<file path="src/tmcu_pkg.sv">
// Constants, register map and field layout of the match/capture timer.
// Assumes one 25 MHz core clock and a synchronous active-high reset.
package tmcu_pkg;

  // ----------------------------------------------------------------
  // Sizes
  // ----------------------------------------------------------------
  localparam int TMCU_AW = 8;
  localparam int TMCU_DW = 32;
  localparam int TMCU_NMATCH = 4;
  localparam int TMCU_NCAP = 2;
  localparam int TMCU_NDMA = 2;
  localparam int TMCU_NPWM = 3;
  localparam int TMCU_NPIN = 3;
  localparam int TMCU_NIRQ = 6;
  localparam int TMCU_PERIOD_IDX = 3;
  localparam int TMCU_PIN_XCLK = 0;
  localparam int TMCU_PIN_CAP0 = 1;

  // ----------------------------------------------------------------
  // Register byte addresses
  // ----------------------------------------------------------------
  localparam logic [7:0] TMCU_A_CTRL = 8'h00;
  localparam logic [7:0] TMCU_A_COUNT = 8'h04;
  localparam logic [7:0] TMCU_A_PRESCALE = 8'h08;
  localparam logic [7:0] TMCU_A_PRECOUNT = 8'h0C;
  localparam logic [7:0] TMCU_A_MATCH_CTRL = 8'h10;
  localparam logic [7:0] TMCU_A_OUT_CTRL = 8'h14;
  localparam logic [7:0] TMCU_A_CAP_CTRL = 8'h18;
  localparam logic [7:0] TMCU_A_PWM_CTRL = 8'h1C;
  localparam logic [7:0] TMCU_A_MATCH0 = 8'h20;
  localparam logic [7:0] TMCU_A_CAP0 = 8'h30;
  localparam logic [7:0] TMCU_A_IRQ_STAT = 8'h38;
  localparam logic [7:0] TMCU_A_IRQ_MASK = 8'h3C;
  localparam int TMCU_A_STEP = 4;

  // ----------------------------------------------------------------
  // Field positions
  // ----------------------------------------------------------------
  localparam int TMCU_CT_EN = 0;
  localparam int TMCU_CT_RST = 1;
  localparam int TMCU_CT_CMODE = 2;
  localparam int TMCU_CT_XRISE = 3;
  localparam int TMCU_CT_XFALL = 4;
  localparam int TMCU_CT_W = 5;
  localparam int TMCU_MC_STRIDE = 3;
  localparam int TMCU_MC_INT = 0;
  localparam int TMCU_MC_RST = 1;
  localparam int TMCU_MC_STOP = 2;
  localparam int TMCU_MC_DMA = 12;
  localparam int TMCU_MC_W = 14;
  localparam int TMCU_OC_STRIDE = 2;
  localparam int TMCU_OC_W = 8;
  localparam int TMCU_OC_PINS = 8;
  localparam int TMCU_CC_STRIDE = 3;
  localparam int TMCU_CC_RISE = 0;
  localparam int TMCU_CC_FALL = 1;
  localparam int TMCU_CC_INT = 2;
  localparam int TMCU_CC_CLR_EN = 6;
  localparam int TMCU_CC_CLR_RISE = 7;
  localparam int TMCU_CC_CLR_FALL = 8;
  localparam int TMCU_CC_CLR_SEL = 9;
  localparam int TMCU_CC_W = 10;
  localparam int TMCU_IRQ_CAP = 4;

  // ----------------------------------------------------------------
  // Values
  // ----------------------------------------------------------------
  localparam logic [31:0] TMCU_ZERO32 = 32'h0000_0000;
  localparam logic [31:0] TMCU_ONE32 = 32'h0000_0001;

  typedef enum logic [1:0] {
    TMCU_ACT_NONE,
    TMCU_ACT_LOW,
    TMCU_ACT_HIGH,
    TMCU_ACT_TOGGLE
  } tmcu_act_t;

endpackage

</file>
<file path="src/tmcu_edge_sync.sv">
// Two-flop synchroniser with rising and falling edge pulses for one pin.
// Assumes the pin is slower than half the core clock.
`timescale 1ns/1ps
module tmcu_edge_sync (
  // Clock and reset
  input wire logic core_clk,
  input wire logic reset,
  // Pin side
  input wire logic pin,
  // Edge pulses, one cycle each
  output logic rise,
  output logic fall
);
  import tmcu_pkg::*;

  typedef struct packed {
    logic meta;
    logic sync;
    logic prev;
  } tmcu_sync_t;

  tmcu_sync_t s_q;
  tmcu_sync_t s_d;

  // ----------------------------------------------------------------
  // Next state
  // ----------------------------------------------------------------
  // Only the second flop reads the first one; edges come from later stages
  always_comb begin
    s_d = s_q;
    s_d.meta = pin;
    s_d.sync = s_q.meta;
    s_d.prev = s_q.sync;
  end

  always_ff @(posedge core_clk) begin
    if (reset) begin
      s_q <= '0;
    end else begin
      s_q <= s_d;
    end
  end

  assign rise = s_q.sync & ~s_q.prev;
  assign fall = ~s_q.sync & s_q.prev;

endmodule

</file>
<file path="src/tmcu_top.sv">
// Match/capture timer: 32-bit count, 32-bit prescale, four match units,
// two capture inputs, match pins, PWM, DMA requests and one interrupt.
// Assumes pins slower than half the core clock and a one-cycle strobe register port.
//
// Function
// - 32-bit count advanced by 32-bit prescaler
// - Timer mode or external clock counter mode
// - Four matches, optional interrupt, keep counting
// - Stop-on-match halts count, optional interrupt
// - Reset-on-match zeroes count, optional interrupt
// - Shadowed match values, glitch-free PWM update
// - Match pins: low, high, toggle, none
// - Capture count on input edge, optional interrupt
// - Two matches raise timed DMA requests
// - Capture event may clear count and prescaler
// - PWM mode with up to three outputs
`timescale 1ns/1ps
module tmcu_top (
  // Clock and reset
  input wire logic core_clk,
  input wire logic reset,
  // Register port
  input wire logic [tmcu_pkg::TMCU_AW-1:0] reg_addr,
  input wire logic [tmcu_pkg::TMCU_DW-1:0] reg_wdata,
  input wire logic reg_wr,
  input wire logic reg_rd,
  output logic [tmcu_pkg::TMCU_DW-1:0] reg_rdata,
  // Pins
  input wire logic ext_clk_in,
  input wire logic [tmcu_pkg::TMCU_NCAP-1:0] cap_in,
  output logic [tmcu_pkg::TMCU_NMATCH-1:0] match_out,
  // DMA handshake
  output logic [tmcu_pkg::TMCU_NDMA-1:0] dma_req,
  input wire logic [tmcu_pkg::TMCU_NDMA-1:0] dma_ack,
  // Interrupt
  output logic irq
);
  import tmcu_pkg::*;

  typedef struct packed {
    logic [TMCU_CT_W-1:0] ctrl;
    logic [31:0] count;
    logic [31:0] prescale;
    logic [31:0] precount;
    logic [TMCU_MC_W-1:0] mctrl;
    logic [TMCU_OC_W-1:0] octrl;
    logic [TMCU_CC_W-1:0] cctrl;
    logic [TMCU_NPWM-1:0] pwm;
    logic [TMCU_NMATCH-1:0][31:0] mshadow;
    logic [TMCU_NMATCH-1:0][31:0] mactive;
    logic [TMCU_NCAP-1:0][31:0] cap;
    logic [TMCU_NIRQ-1:0] stat;
    logic [TMCU_NIRQ-1:0] mask;
    logic [TMCU_NMATCH-1:0] mout;
    logic [TMCU_NDMA-1:0] dma;
    logic irq;
    logic [31:0] rdata;
  } tmcu_state_t;

  tmcu_state_t s_q;
  tmcu_state_t s_d;

  logic [TMCU_NPIN-1:0] pin_raw;
  logic [TMCU_NPIN-1:0] pin_rise;
  logic [TMCU_NPIN-1:0] pin_fall;

  // ----------------------------------------------------------------
  // Helpers
  // ----------------------------------------------------------------
  // Edge qualifier shared by counting, capture and clear
  function automatic logic edge_hit(input logic r, input logic f,
                                    input logic sel_r, input logic sel_f);
    edge_hit = (r & sel_r) | (f & sel_f);
  endfunction

  // ----------------------------------------------------------------
  // Pin synchronisers
  // ----------------------------------------------------------------
  assign pin_raw = {cap_in, ext_clk_in};

  generate
    for (genvar g = 0; g < TMCU_NPIN; g++) begin : g_sync
      tmcu_edge_sync u_sync (
        .core_clk(core_clk),
        .reset(reset),
        .pin(pin_raw[g]),
        .rise(pin_rise[g]),
        .fall(pin_fall[g])
      );
    end
  endgenerate

  // ----------------------------------------------------------------
  // Next state
  // ----------------------------------------------------------------
  always_comb begin
    logic src;
    logic tick;
    logic pwm_on;
    logic period_rst;
    logic rst_any;
    logic stop_any;
    logic clr;
    logic clr_ch;
    logic wr_stat;
    logic [TMCU_NMATCH-1:0] hit;
    logic [TMCU_NIRQ-1:0] set;
    logic [1:0] act;
    int cidx;
    src = 1'b0;
    tick = 1'b0;
    pwm_on = 1'b0;
    period_rst = 1'b0;
    rst_any = 1'b0;
    stop_any = 1'b0;
    clr = 1'b0;
    clr_ch = 1'b0;
    wr_stat = 1'b0;
    hit = '0;
    set = '0;
    act = 2'h0;
    cidx = 0;
    s_d = s_q;

    // Configuration writes
    if (reg_wr) begin
      case (reg_addr)
        TMCU_A_CTRL: s_d.ctrl = reg_wdata[TMCU_CT_W-1:0];
        TMCU_A_PRESCALE: s_d.prescale = reg_wdata;
        TMCU_A_MATCH_CTRL: s_d.mctrl = reg_wdata[TMCU_MC_W-1:0];
        TMCU_A_OUT_CTRL: s_d.octrl = reg_wdata[TMCU_OC_W-1:0];
        TMCU_A_CAP_CTRL: s_d.cctrl = reg_wdata[TMCU_CC_W-1:0];
        TMCU_A_PWM_CTRL: s_d.pwm = reg_wdata[TMCU_NPWM-1:0];
        TMCU_A_IRQ_MASK: s_d.mask = reg_wdata[TMCU_NIRQ-1:0];
        TMCU_A_IRQ_STAT: wr_stat = 1'b1;
        default: begin
        end
      endcase
      for (int i = 0; i < TMCU_NMATCH; i++) begin
        if (reg_addr == 8'(TMCU_A_MATCH0 + TMCU_A_STEP * i)) begin
          s_d.mshadow[i] = reg_wdata;
        end
      end
    end

    // Count source: every clock, or a chosen edge of the external clock
    src = s_q.ctrl[TMCU_CT_CMODE] ?
          edge_hit(pin_rise[TMCU_PIN_XCLK], pin_fall[TMCU_PIN_XCLK],
                   s_q.ctrl[TMCU_CT_XRISE], s_q.ctrl[TMCU_CT_XFALL]) :
          1'b1;

    if (s_q.ctrl[TMCU_CT_RST]) begin
      s_d.count = TMCU_ZERO32;
      s_d.precount = TMCU_ZERO32;
    end else if (s_q.ctrl[TMCU_CT_EN] && src) begin
      if (s_q.precount == s_q.prescale) begin
        s_d.precount = TMCU_ZERO32;
        tick = 1'b1;
      end else begin
        s_d.precount = 32'(s_q.precount + TMCU_ONE32);
      end
    end

    // Match compare only on a count step, so a halted count stays quiet
    pwm_on = |s_q.pwm;
    for (int i = 0; i < TMCU_NMATCH; i++) begin
      hit[i] = tick && (s_q.count == s_q.mactive[i]);
      if (hit[i] && s_q.mctrl[TMCU_MC_STRIDE * i + TMCU_MC_INT]) begin
        set[i] = 1'b1;
      end
      if (hit[i] && s_q.mctrl[TMCU_MC_STRIDE * i + TMCU_MC_RST]) begin
        rst_any = 1'b1;
      end
      if (hit[i] && s_q.mctrl[TMCU_MC_STRIDE * i + TMCU_MC_STOP]) begin
        stop_any = 1'b1;
      end
    end
    period_rst = pwm_on && hit[TMCU_PERIOD_IDX];

    if (tick) begin
      if (rst_any || period_rst) begin
        s_d.count = TMCU_ZERO32;
      end else if (!stop_any) begin
        s_d.count = 32'(s_q.count + TMCU_ONE32);
      end
    end
    if (stop_any) begin
      s_d.ctrl[TMCU_CT_EN] = 1'b0;
    end

    // Shadow values move in only at a period boundary or while the count reset bit is held, while PWM runs
    if (!pwm_on || period_rst || s_q.ctrl[TMCU_CT_RST]) begin
      s_d.mactive = s_q.mshadow;
    end

    // Match pins
    for (int i = 0; i < TMCU_NMATCH; i++) begin
      act = s_q.octrl[TMCU_OC_STRIDE * i +: 2];
      if (i < TMCU_NPWM && s_q.pwm[i]) begin
        if (period_rst) begin
          s_d.mout[i] = 1'b0;
        end else if (hit[i]) begin
          s_d.mout[i] = 1'b1;
        end
      end else if (hit[i]) begin
        case (tmcu_act_t'(act))
          TMCU_ACT_LOW: s_d.mout[i] = 1'b0;
          TMCU_ACT_HIGH: s_d.mout[i] = 1'b1;
          TMCU_ACT_TOGGLE: s_d.mout[i] = ~s_q.mout[i];
          default: s_d.mout[i] = s_q.mout[i];
        endcase
      end
    end

    // DMA requests stand until acknowledged; a new match wins over ack
    for (int k = 0; k < TMCU_NDMA; k++) begin
      s_d.dma[k] = (s_q.dma[k] & ~dma_ack[k]) |
                   (hit[k] & s_q.mctrl[TMCU_MC_DMA + k]);
    end

    // Capture snapshots the count as it stood in the edge cycle
    for (int j = 0; j < TMCU_NCAP; j++) begin
      if (edge_hit(pin_rise[TMCU_PIN_CAP0 + j], pin_fall[TMCU_PIN_CAP0 + j],
                   s_q.cctrl[TMCU_CC_STRIDE * j + TMCU_CC_RISE],
                   s_q.cctrl[TMCU_CC_STRIDE * j + TMCU_CC_FALL])) begin
        s_d.cap[j] = s_q.count;
        set[TMCU_IRQ_CAP + j] = s_q.cctrl[TMCU_CC_STRIDE * j + TMCU_CC_INT];
      end
    end

    // Clear on a designated capture edge wins over counting
    clr_ch = s_q.cctrl[TMCU_CC_CLR_SEL];
    cidx = TMCU_PIN_CAP0 + int'(clr_ch);
    clr = s_q.cctrl[TMCU_CC_CLR_EN] &&
          edge_hit(pin_rise[cidx], pin_fall[cidx],
                   s_q.cctrl[TMCU_CC_CLR_RISE], s_q.cctrl[TMCU_CC_CLR_FALL]);
    if (clr) begin
      s_d.count = TMCU_ZERO32;
      s_d.precount = TMCU_ZERO32;
    end

    // Software load of the count goes last so it is never lost
    if (reg_wr && reg_addr == TMCU_A_COUNT) begin
      s_d.count = reg_wdata;
    end

    // Sticky status: write one to clear, a same-cycle event wins
    if (wr_stat) begin
      s_d.stat = s_q.stat & ~reg_wdata[TMCU_NIRQ-1:0];
    end
    s_d.stat = s_d.stat | set;
    s_d.irq = |(s_d.stat & s_d.mask);

    // Read data stands only in the cycle after the strobe
    s_d.rdata = TMCU_ZERO32;
    if (reg_rd) begin
      case (reg_addr)
        TMCU_A_CTRL: s_d.rdata = 32'(s_q.ctrl);
        TMCU_A_COUNT: s_d.rdata = s_q.count;
        TMCU_A_PRESCALE: s_d.rdata = s_q.prescale;
        TMCU_A_PRECOUNT: s_d.rdata = s_q.precount;
        TMCU_A_MATCH_CTRL: s_d.rdata = 32'(s_q.mctrl);
        TMCU_A_OUT_CTRL: s_d.rdata = 32'({s_q.mout, s_q.octrl});
        TMCU_A_CAP_CTRL: s_d.rdata = 32'(s_q.cctrl);
        TMCU_A_PWM_CTRL: s_d.rdata = 32'(s_q.pwm);
        TMCU_A_IRQ_STAT: s_d.rdata = 32'(s_q.stat);
        TMCU_A_IRQ_MASK: s_d.rdata = 32'(s_q.mask);
        default: s_d.rdata = TMCU_ZERO32;
      endcase
      for (int i = 0; i < TMCU_NMATCH; i++) begin
        if (reg_addr == 8'(TMCU_A_MATCH0 + TMCU_A_STEP * i)) begin
          s_d.rdata = s_q.mshadow[i];
        end
      end
      for (int j = 0; j < TMCU_NCAP; j++) begin
        if (reg_addr == 8'(TMCU_A_CAP0 + TMCU_A_STEP * j)) begin
          s_d.rdata = s_q.cap[j];
        end
      end
    end
  end

  // ----------------------------------------------------------------
  // State register
  // ----------------------------------------------------------------
  always_ff @(posedge core_clk) begin
    if (reset) begin
      s_q <= '0;
    end else begin
      s_q <= s_d;
    end
  end

  // ----------------------------------------------------------------
  // Outputs
  // ----------------------------------------------------------------
  assign reg_rdata = s_q.rdata;
  assign match_out = s_q.mout;
  assign dma_req = s_q.dma;
  assign irq = s_q.irq;

endmodule

</file>
<file path="config.mk">
export PLATFORM = sky130hd
export DESIGN_NAME = tmcu_top
export DESIGN_NICKNAME = d
export VERILOG_FILES = /design/src/tmcu_pkg.sv /design/src/tmcu_edge_sync.sv /design/src/tmcu_top.sv
export SDC_FILE = /design/constraint.sdc
export NUM_CORES = 1
export LEC_CHECK = 0
export ABC_AREA = 1
export BUFFER_PORTS_ARGS = -buffer_cell sky130_fd_sc_hd__buf_2
export CAP_MARGIN = 20
export CORE_MARGIN = 1.5
export CORE_UTILIZATION = 46
export CTS_BUF_LIST = sky130_fd_sc_hd__clkbuf_8 sky130_fd_sc_hd__clkbuf_16
export DETAILED_ROUTE_END_ITERATION = 12
export SETUP_SLACK_MARGIN = 0.1
export SYNTH_ARGS = -nofsm -noshare
export SYNTH_HDL_FRONTEND = slang
export SYNTH_HIERARCHICAL = 1
export SYNTH_SLANG_ARGS = --single-unit
</file>
<file path="constraint.sdc">
create_clock -name core_clk -period 2.35 [get_ports core_clk]
set_clock_uncertainty 0.2 [all_clocks]
set_input_delay 0.5875 -clock core_clk [delete_from_list [all_inputs] [get_ports core_clk]]
set_output_delay 0.5875 -clock core_clk [all_outputs]
set_load 0.05 [all_outputs]
</file>
* Word-level counts from Yosys, hierarchy flattened
Index checks and enable logic that the tools add are counted.
Storage, ports and cells: register bits 516, word-level logic and storage cells 227, output and inout bits 39, bits of input ports 49
Cells by class: reductions and logical operators 54, bitwise operators 41, order comparisons 1, add/subtract/negate cells 3, equality and inequality tests 32, muxes and demuxes 59
Operator list (count):
- $mux 32 | 13
- $pmux 32 s10 | 1
- $eq 32x32->1 | 5
- $add 32x1->32 const B | 2
- $eq 8x6->1 const B | 8
- $mux 1 | 36
- $eq 8x5->1 const B | 4
- $reduce_and 2->1 | 11
- $logic_and 1x1->1 | 20
- $and 1x1->1 | 18
- $mux 6 | 3
- $eq 2x2->1 const B | 8
- $eq 8x4->1 const B | 2
- $not 1->1 | 13
- $and 6x6->6 | 2
- $pmux 1 s3 | 4
- $reduce_bool 2->1 | 6
- $reduce_bool 4->1 | 3
- $reduce_and 3->1 | 3
- $eq 2x1->1 const B | 4
- $eq 8x3->1 const B | 1
- $logic_not 8->1 | 1
- $not 6->6 | 1
- $or 1x1->1 | 6
- 10 further kinds | 15

* Longest topological paths before layout
depth in word-level cells 19, gate-level depth with buffers 18

* Modules after synthesis
Netlist, hierarchy kept.
Modules (own cells, without submodules):
- tmcu_top | seq. area each 10149.7 µm², area an instance 24279.5 µm², times used 1, cells an instance 3542
- tmcu_edge_sync | seq. area each 60.1 µm², area an instance 93.8 µm², times used 3, cells an instance 12

* Worst setup path after synthesis
No wires, ideal clock.
path type in2reg, from in reg_addr[1] (netlist bit), to reg s_q[471] (netlist bit), path slack -20 ps, arrival 2100 ps, required time 2080 ps, cell stages on the path 8, path buffers 1, cell sequence nor2_1 > nand3_1 > nor2_2 > clkinv_1 > nor2_1 > clkbuf_1 > nand2_1 > a21oi_1
On the way: longest elaborated chain between the ends 3
RTL lines:
- start, declared | RTL line tmcu_top.sv:23 | input wire logic [tmcu_pkg::TMCU_AW-1:0] reg_addr,
- $eq 8x3->1 | RTL line tmcu_top.sv:243 | if (reg_wr && reg_addr == TMCU_A_COUNT) begin
- $logic_and 1x1->1 | RTL line tmcu_top.sv:243
- $mux 32 | RTL line tmcu_top.sv:243
- end signal, assigned | RTL line tmcu_top.sv:288 | s_q <= '0;
- end signal, assigned | RTL line tmcu_top.sv:290 | s_q <= s_d;
- end, declared | RTL line tmcu_top.sv:60 | tmcu_state_t s_q;
No other way between the ends. A chain may end at the register's enable or synchronous reset.

* Worst setup path after layout
from reg s_q[491] (netlist bit), to reg s_q[487] (netlist bit)
On the way: longest elaborated chain between the ends 12, elaborated cells between the ends (all ways) 31, those cells by class eq/ne: 4; mux: 13; reduce/logical: 14
RTL lines:
- $eq 32x32->1 | RTL line tmcu_top.sv:167 | hit[i] = tick && (s_q.count == s_q.mactive[i]);
- $logic_and 1x1->1 | RTL line tmcu_top.sv:167
- $logic_and 1x1->1 (on tied branches) | RTL line tmcu_top.sv:174, tmcu_top.sv:171
- $mux 1 (on tied branches) (4 in a row) | RTL line tmcu_top.sv:174, tmcu_top.sv:171
- $mux 32 or $logic_or 1x1->1 (tied branches) | RTL line tmcu_top.sv:183, tmcu_top.sv:181
- $mux 32 * | RTL line tmcu_top.sv:181 | if (rst_any || period_rst) begin
- $mux 32 * | RTL line tmcu_top.sv:180 | if (tick) begin
- $mux 32 * | RTL line tmcu_top.sv:237 | if (clr) begin
- $mux 32 * | RTL line tmcu_top.sv:243
Every way passes the cells marked *; elsewhere a longest branch is shown, timed or not.

==> reports/results.ini <==
[global_routing]
grt_util_met3_pct = 6.65
grt_remaining_overflow = 0
grt_usage_pct = 37.0
grt_max_degree = 119
busiest_layer = met2
grt_pass1_vias = 24921
grt_pass1_wl_mm = 153
gr-usage-met1_pct = 52.7
use_met2_pct = 56.3
antenna_found_initial = 6

[pwr]
combPwrFrac_pct = 4.4
p_per_area_mw_per_mm2 = 595
p_int_w = 0.0152
switching_share_pct = 23.2
power.switching_w = 0.00458
irDropWorstVdd_uv = 596
clkPwrFrac_pct = 51.2
p_leak_nw = 14.2
seqPwrFrac_pct = 44.5
power.total_w = 0.0197

[timing]
finalHoldViolations = 0
setup_viol = 173
maxSlewHeadroom_pct = 45.3
setup_tns_ns = -41.47
drv_slew = 0
post-route-period-util_pct = 114
worstMarginPinSlew_ns = 0.818
finalCriticalPeriod_ns = 2.69
setup_ws_ns = -0.338
fmax_ghz = 0.372
rsz0062_at_grt = yes

[synthesis]
synth-edff-count = 0
ys_seq_area_share_pct = 42.1
syn_area_mm2 = 0.0246
synthFlopType = dfxtp_1
syn_avg_cell_area_um2 = 6.86
synth_seq_cells = 516
async_flop_share_pct = 0
yosys_warnings = 6
synth_fp_nets = 3633
syn_inst = 3578
synth_cell_types = 48

[clock_tree]
cts_buffers = 56
clk_latency_ns = 0.66
htreeDepth = 2
cts.reportedPaths.clkPinSlew_ns = 0.06
clock-sinks = 516
root_buffer = clkbuf_16
cts_tree = done
clockBufferDepth = 3

[placement]
post-place-ws_ns = -0.761
port_buffers = 87
place_congestion = 0.960
post-dp-hpwl_mm = 70.4

[setup_path]
crit_type = flip-flop to flip-flop
arrival_ns = 3.04
worst-path-max-fanout = 6
required_ns = 2.71
startpoint_type = flip-flop
end_kind = flip-flop

[run_status]
violations = negative setup slack
outcome = finished with violations

[floorplanning]
io_pins = 88
coreArea_mm2 = 0.0527
dieArea_mm2 = 0.0548
fp.dieW_um = 234
die_h_um = 234
fp-row-count = 84
initial_core_util_pct = 46.6

[finish]
drive_gt1_share_pct = 26.4
multi_input_comb_area_mm2 = 0.0127
area_delta_synth_final_pct = 35.1
nFillCells = 4741
seq_area_mm2 = 0.0104
final_nets = 4077

[routing]
dr_total_vias = 27005
routedWlPerCell_um = 21.8
antenna_left = 0
drt_pass1_iterations = 8
drc_errors = 0
vias_per_cell = 5.67
finalWirelength_mm = 104
drt-initial-drc-count = 3071

[worst_hold_path]
hold_class = input port to flip-flop

[run]
maxCapViolCount = 0

## worst max-delay path, cell delays in order (launching register included)
cell and delay, ns:
dfxtp_2 0.35, buf_4 0.16, xor2_1 0.16, nor2_2 0.15, nand2_2 0.11, nor2_4 0.20, nand2_2 0.11, nor2_2 0.13
buf_6 0.12, nand4_1 0.09, nand2_2 0.13, nor2_4 0.08, nand2_8 0.15, clkbuf_16 0.18, nand2_1 0.05, nand2_1 0.05
nand2_1 0.05, a21oi_1 0.13
## placed cells by master, fill, tap and decap left out, types with 26 or more instances in the layout
cell,count
buf_12,48
nand4_1,68
nand2_1,739
clkbuf_16,63
inv_1,283
o21ai_0,292
inv_2,26
dfxtp_2,38
nand3_1,126
xor2_1,89
buf_2,86
dfxtp_1,471
buf_4,467
a21oi_1,395
nor2_2,50
o22ai_1,31
nor2_1,351
nand2_2,42
o21ai_2,63
## stage by stage
step / area (µm²) / instances / hold slack (ns) / util [%]
4_1_cts: 32400 / 4736 / 0.00175 / 61.5
3_5_place_dp: 28900 / 4589 / 0.200 / 54.9
3_3_place_gp: 28900 / 4589 / 0.191 / 54.9
5_1_grt: 33200 / 4759 / 0.0476 / 63.0
6_report: 33200 / 4760 / 0.00463 / 63.0
2_1_floorplan: 24600 / 3578 / 0.188 / -
## cells in the mapped netlist, drive strengths merged, types with 32 or more instances
master	number	share of area [%]
nand2	793	12
buf	109	3.0
clkbuf	155	2.4
a21oi	419	8.5
nand3	136	2.8
o21ai	378	7.7
nand4	68	1.7
inv	304	4.6
nor2	422	6.5
dfxtp	516	42
o22ai	32	0.82
nor3	36	0.84
xor2	92	3.3
## flip-flops by register name, indices dropped and copies added (netlist names)
| register | cells |
|---|---|
| irq | 1 |
| match_out | 4 |
| dma_req | 2 |
| reg_rdata | 32 |
| g_sync.u_sync/s_q | 3 |
| g_sync.u_sync/s_d | 6 |
| s_q | 468 |
## metal layers
layer  vias to the layer above  share of wire, %  wire [µm]
met2                      1343                43      45000
met1                     12920                44      45400
met4                         2               3.1       3220
met5                         -             0.012         12
met3                       200               9.9      10300
li1                      12540                 -          -
## path summary, 6_finish.rpt
check | start | end | slack (ns) | depth (start not counted)
max | s_q[491] | s_q[487] | -0.34 | 17
min | dma_ack[1] | dma_req[1] | 0.005 | 4
max reg2reg | s_q[491] | s_q[487] | -0.34 | 17
min reg2reg | g_sync[1].u_sync/s_d[1] | g_sync[1].u_sync/s_d[0] | 0.21 | 2
## area by class of cell
class	instances	area share, %
tap	688	2.59
antenna	3	0.0226
clock buffer	70	4.80
clock inverter	35	1.55
timing repair buffer	650	17.7
inverter	308	3.56
sequential	516	31.4
multi-input combinational	2490	38.4
## logic make-up after synthesis
family                     after synthesis  synth area share [%]
adders and majority gates                6                 0.306
buffers and inverters                  572                  10.1
DFF                                    516                  42.1
AOI/OAI and AO/OA                      883                  18.7
xor gates and xnor gates               101                  3.60
and+or+nand+nor                       1500                  25.3
## power groups by stage
stage | Clock, W | Sequential, W | Combinational (W)
2_1_floorplan | 0 | 0.00898 | 0.000327
3_3_place_gp | 0 | 0.00898 | 0.000719
3_5_place_dp | 0 | 0.00898 | 0.000724
4_1_cts | 0.0101 | 0.00878 | 0.000806
5_1_grt | 0.0105 | 0.00878 | 0.000899
6_report | 0.0101 | 0.00878 | 0.000859
## timing repair
action / in CTS / in global routing
hold buffers: 2 / 0
hold endpoints to repair: 2 / 0
resized for setup: 276 / 146
cloned: 15 / 7
pin swaps: 38 / 68
buffers inserted: 25 / 14
endpoints found under the setup margin: 191 / 221
(Power assumes the default switching activity.)
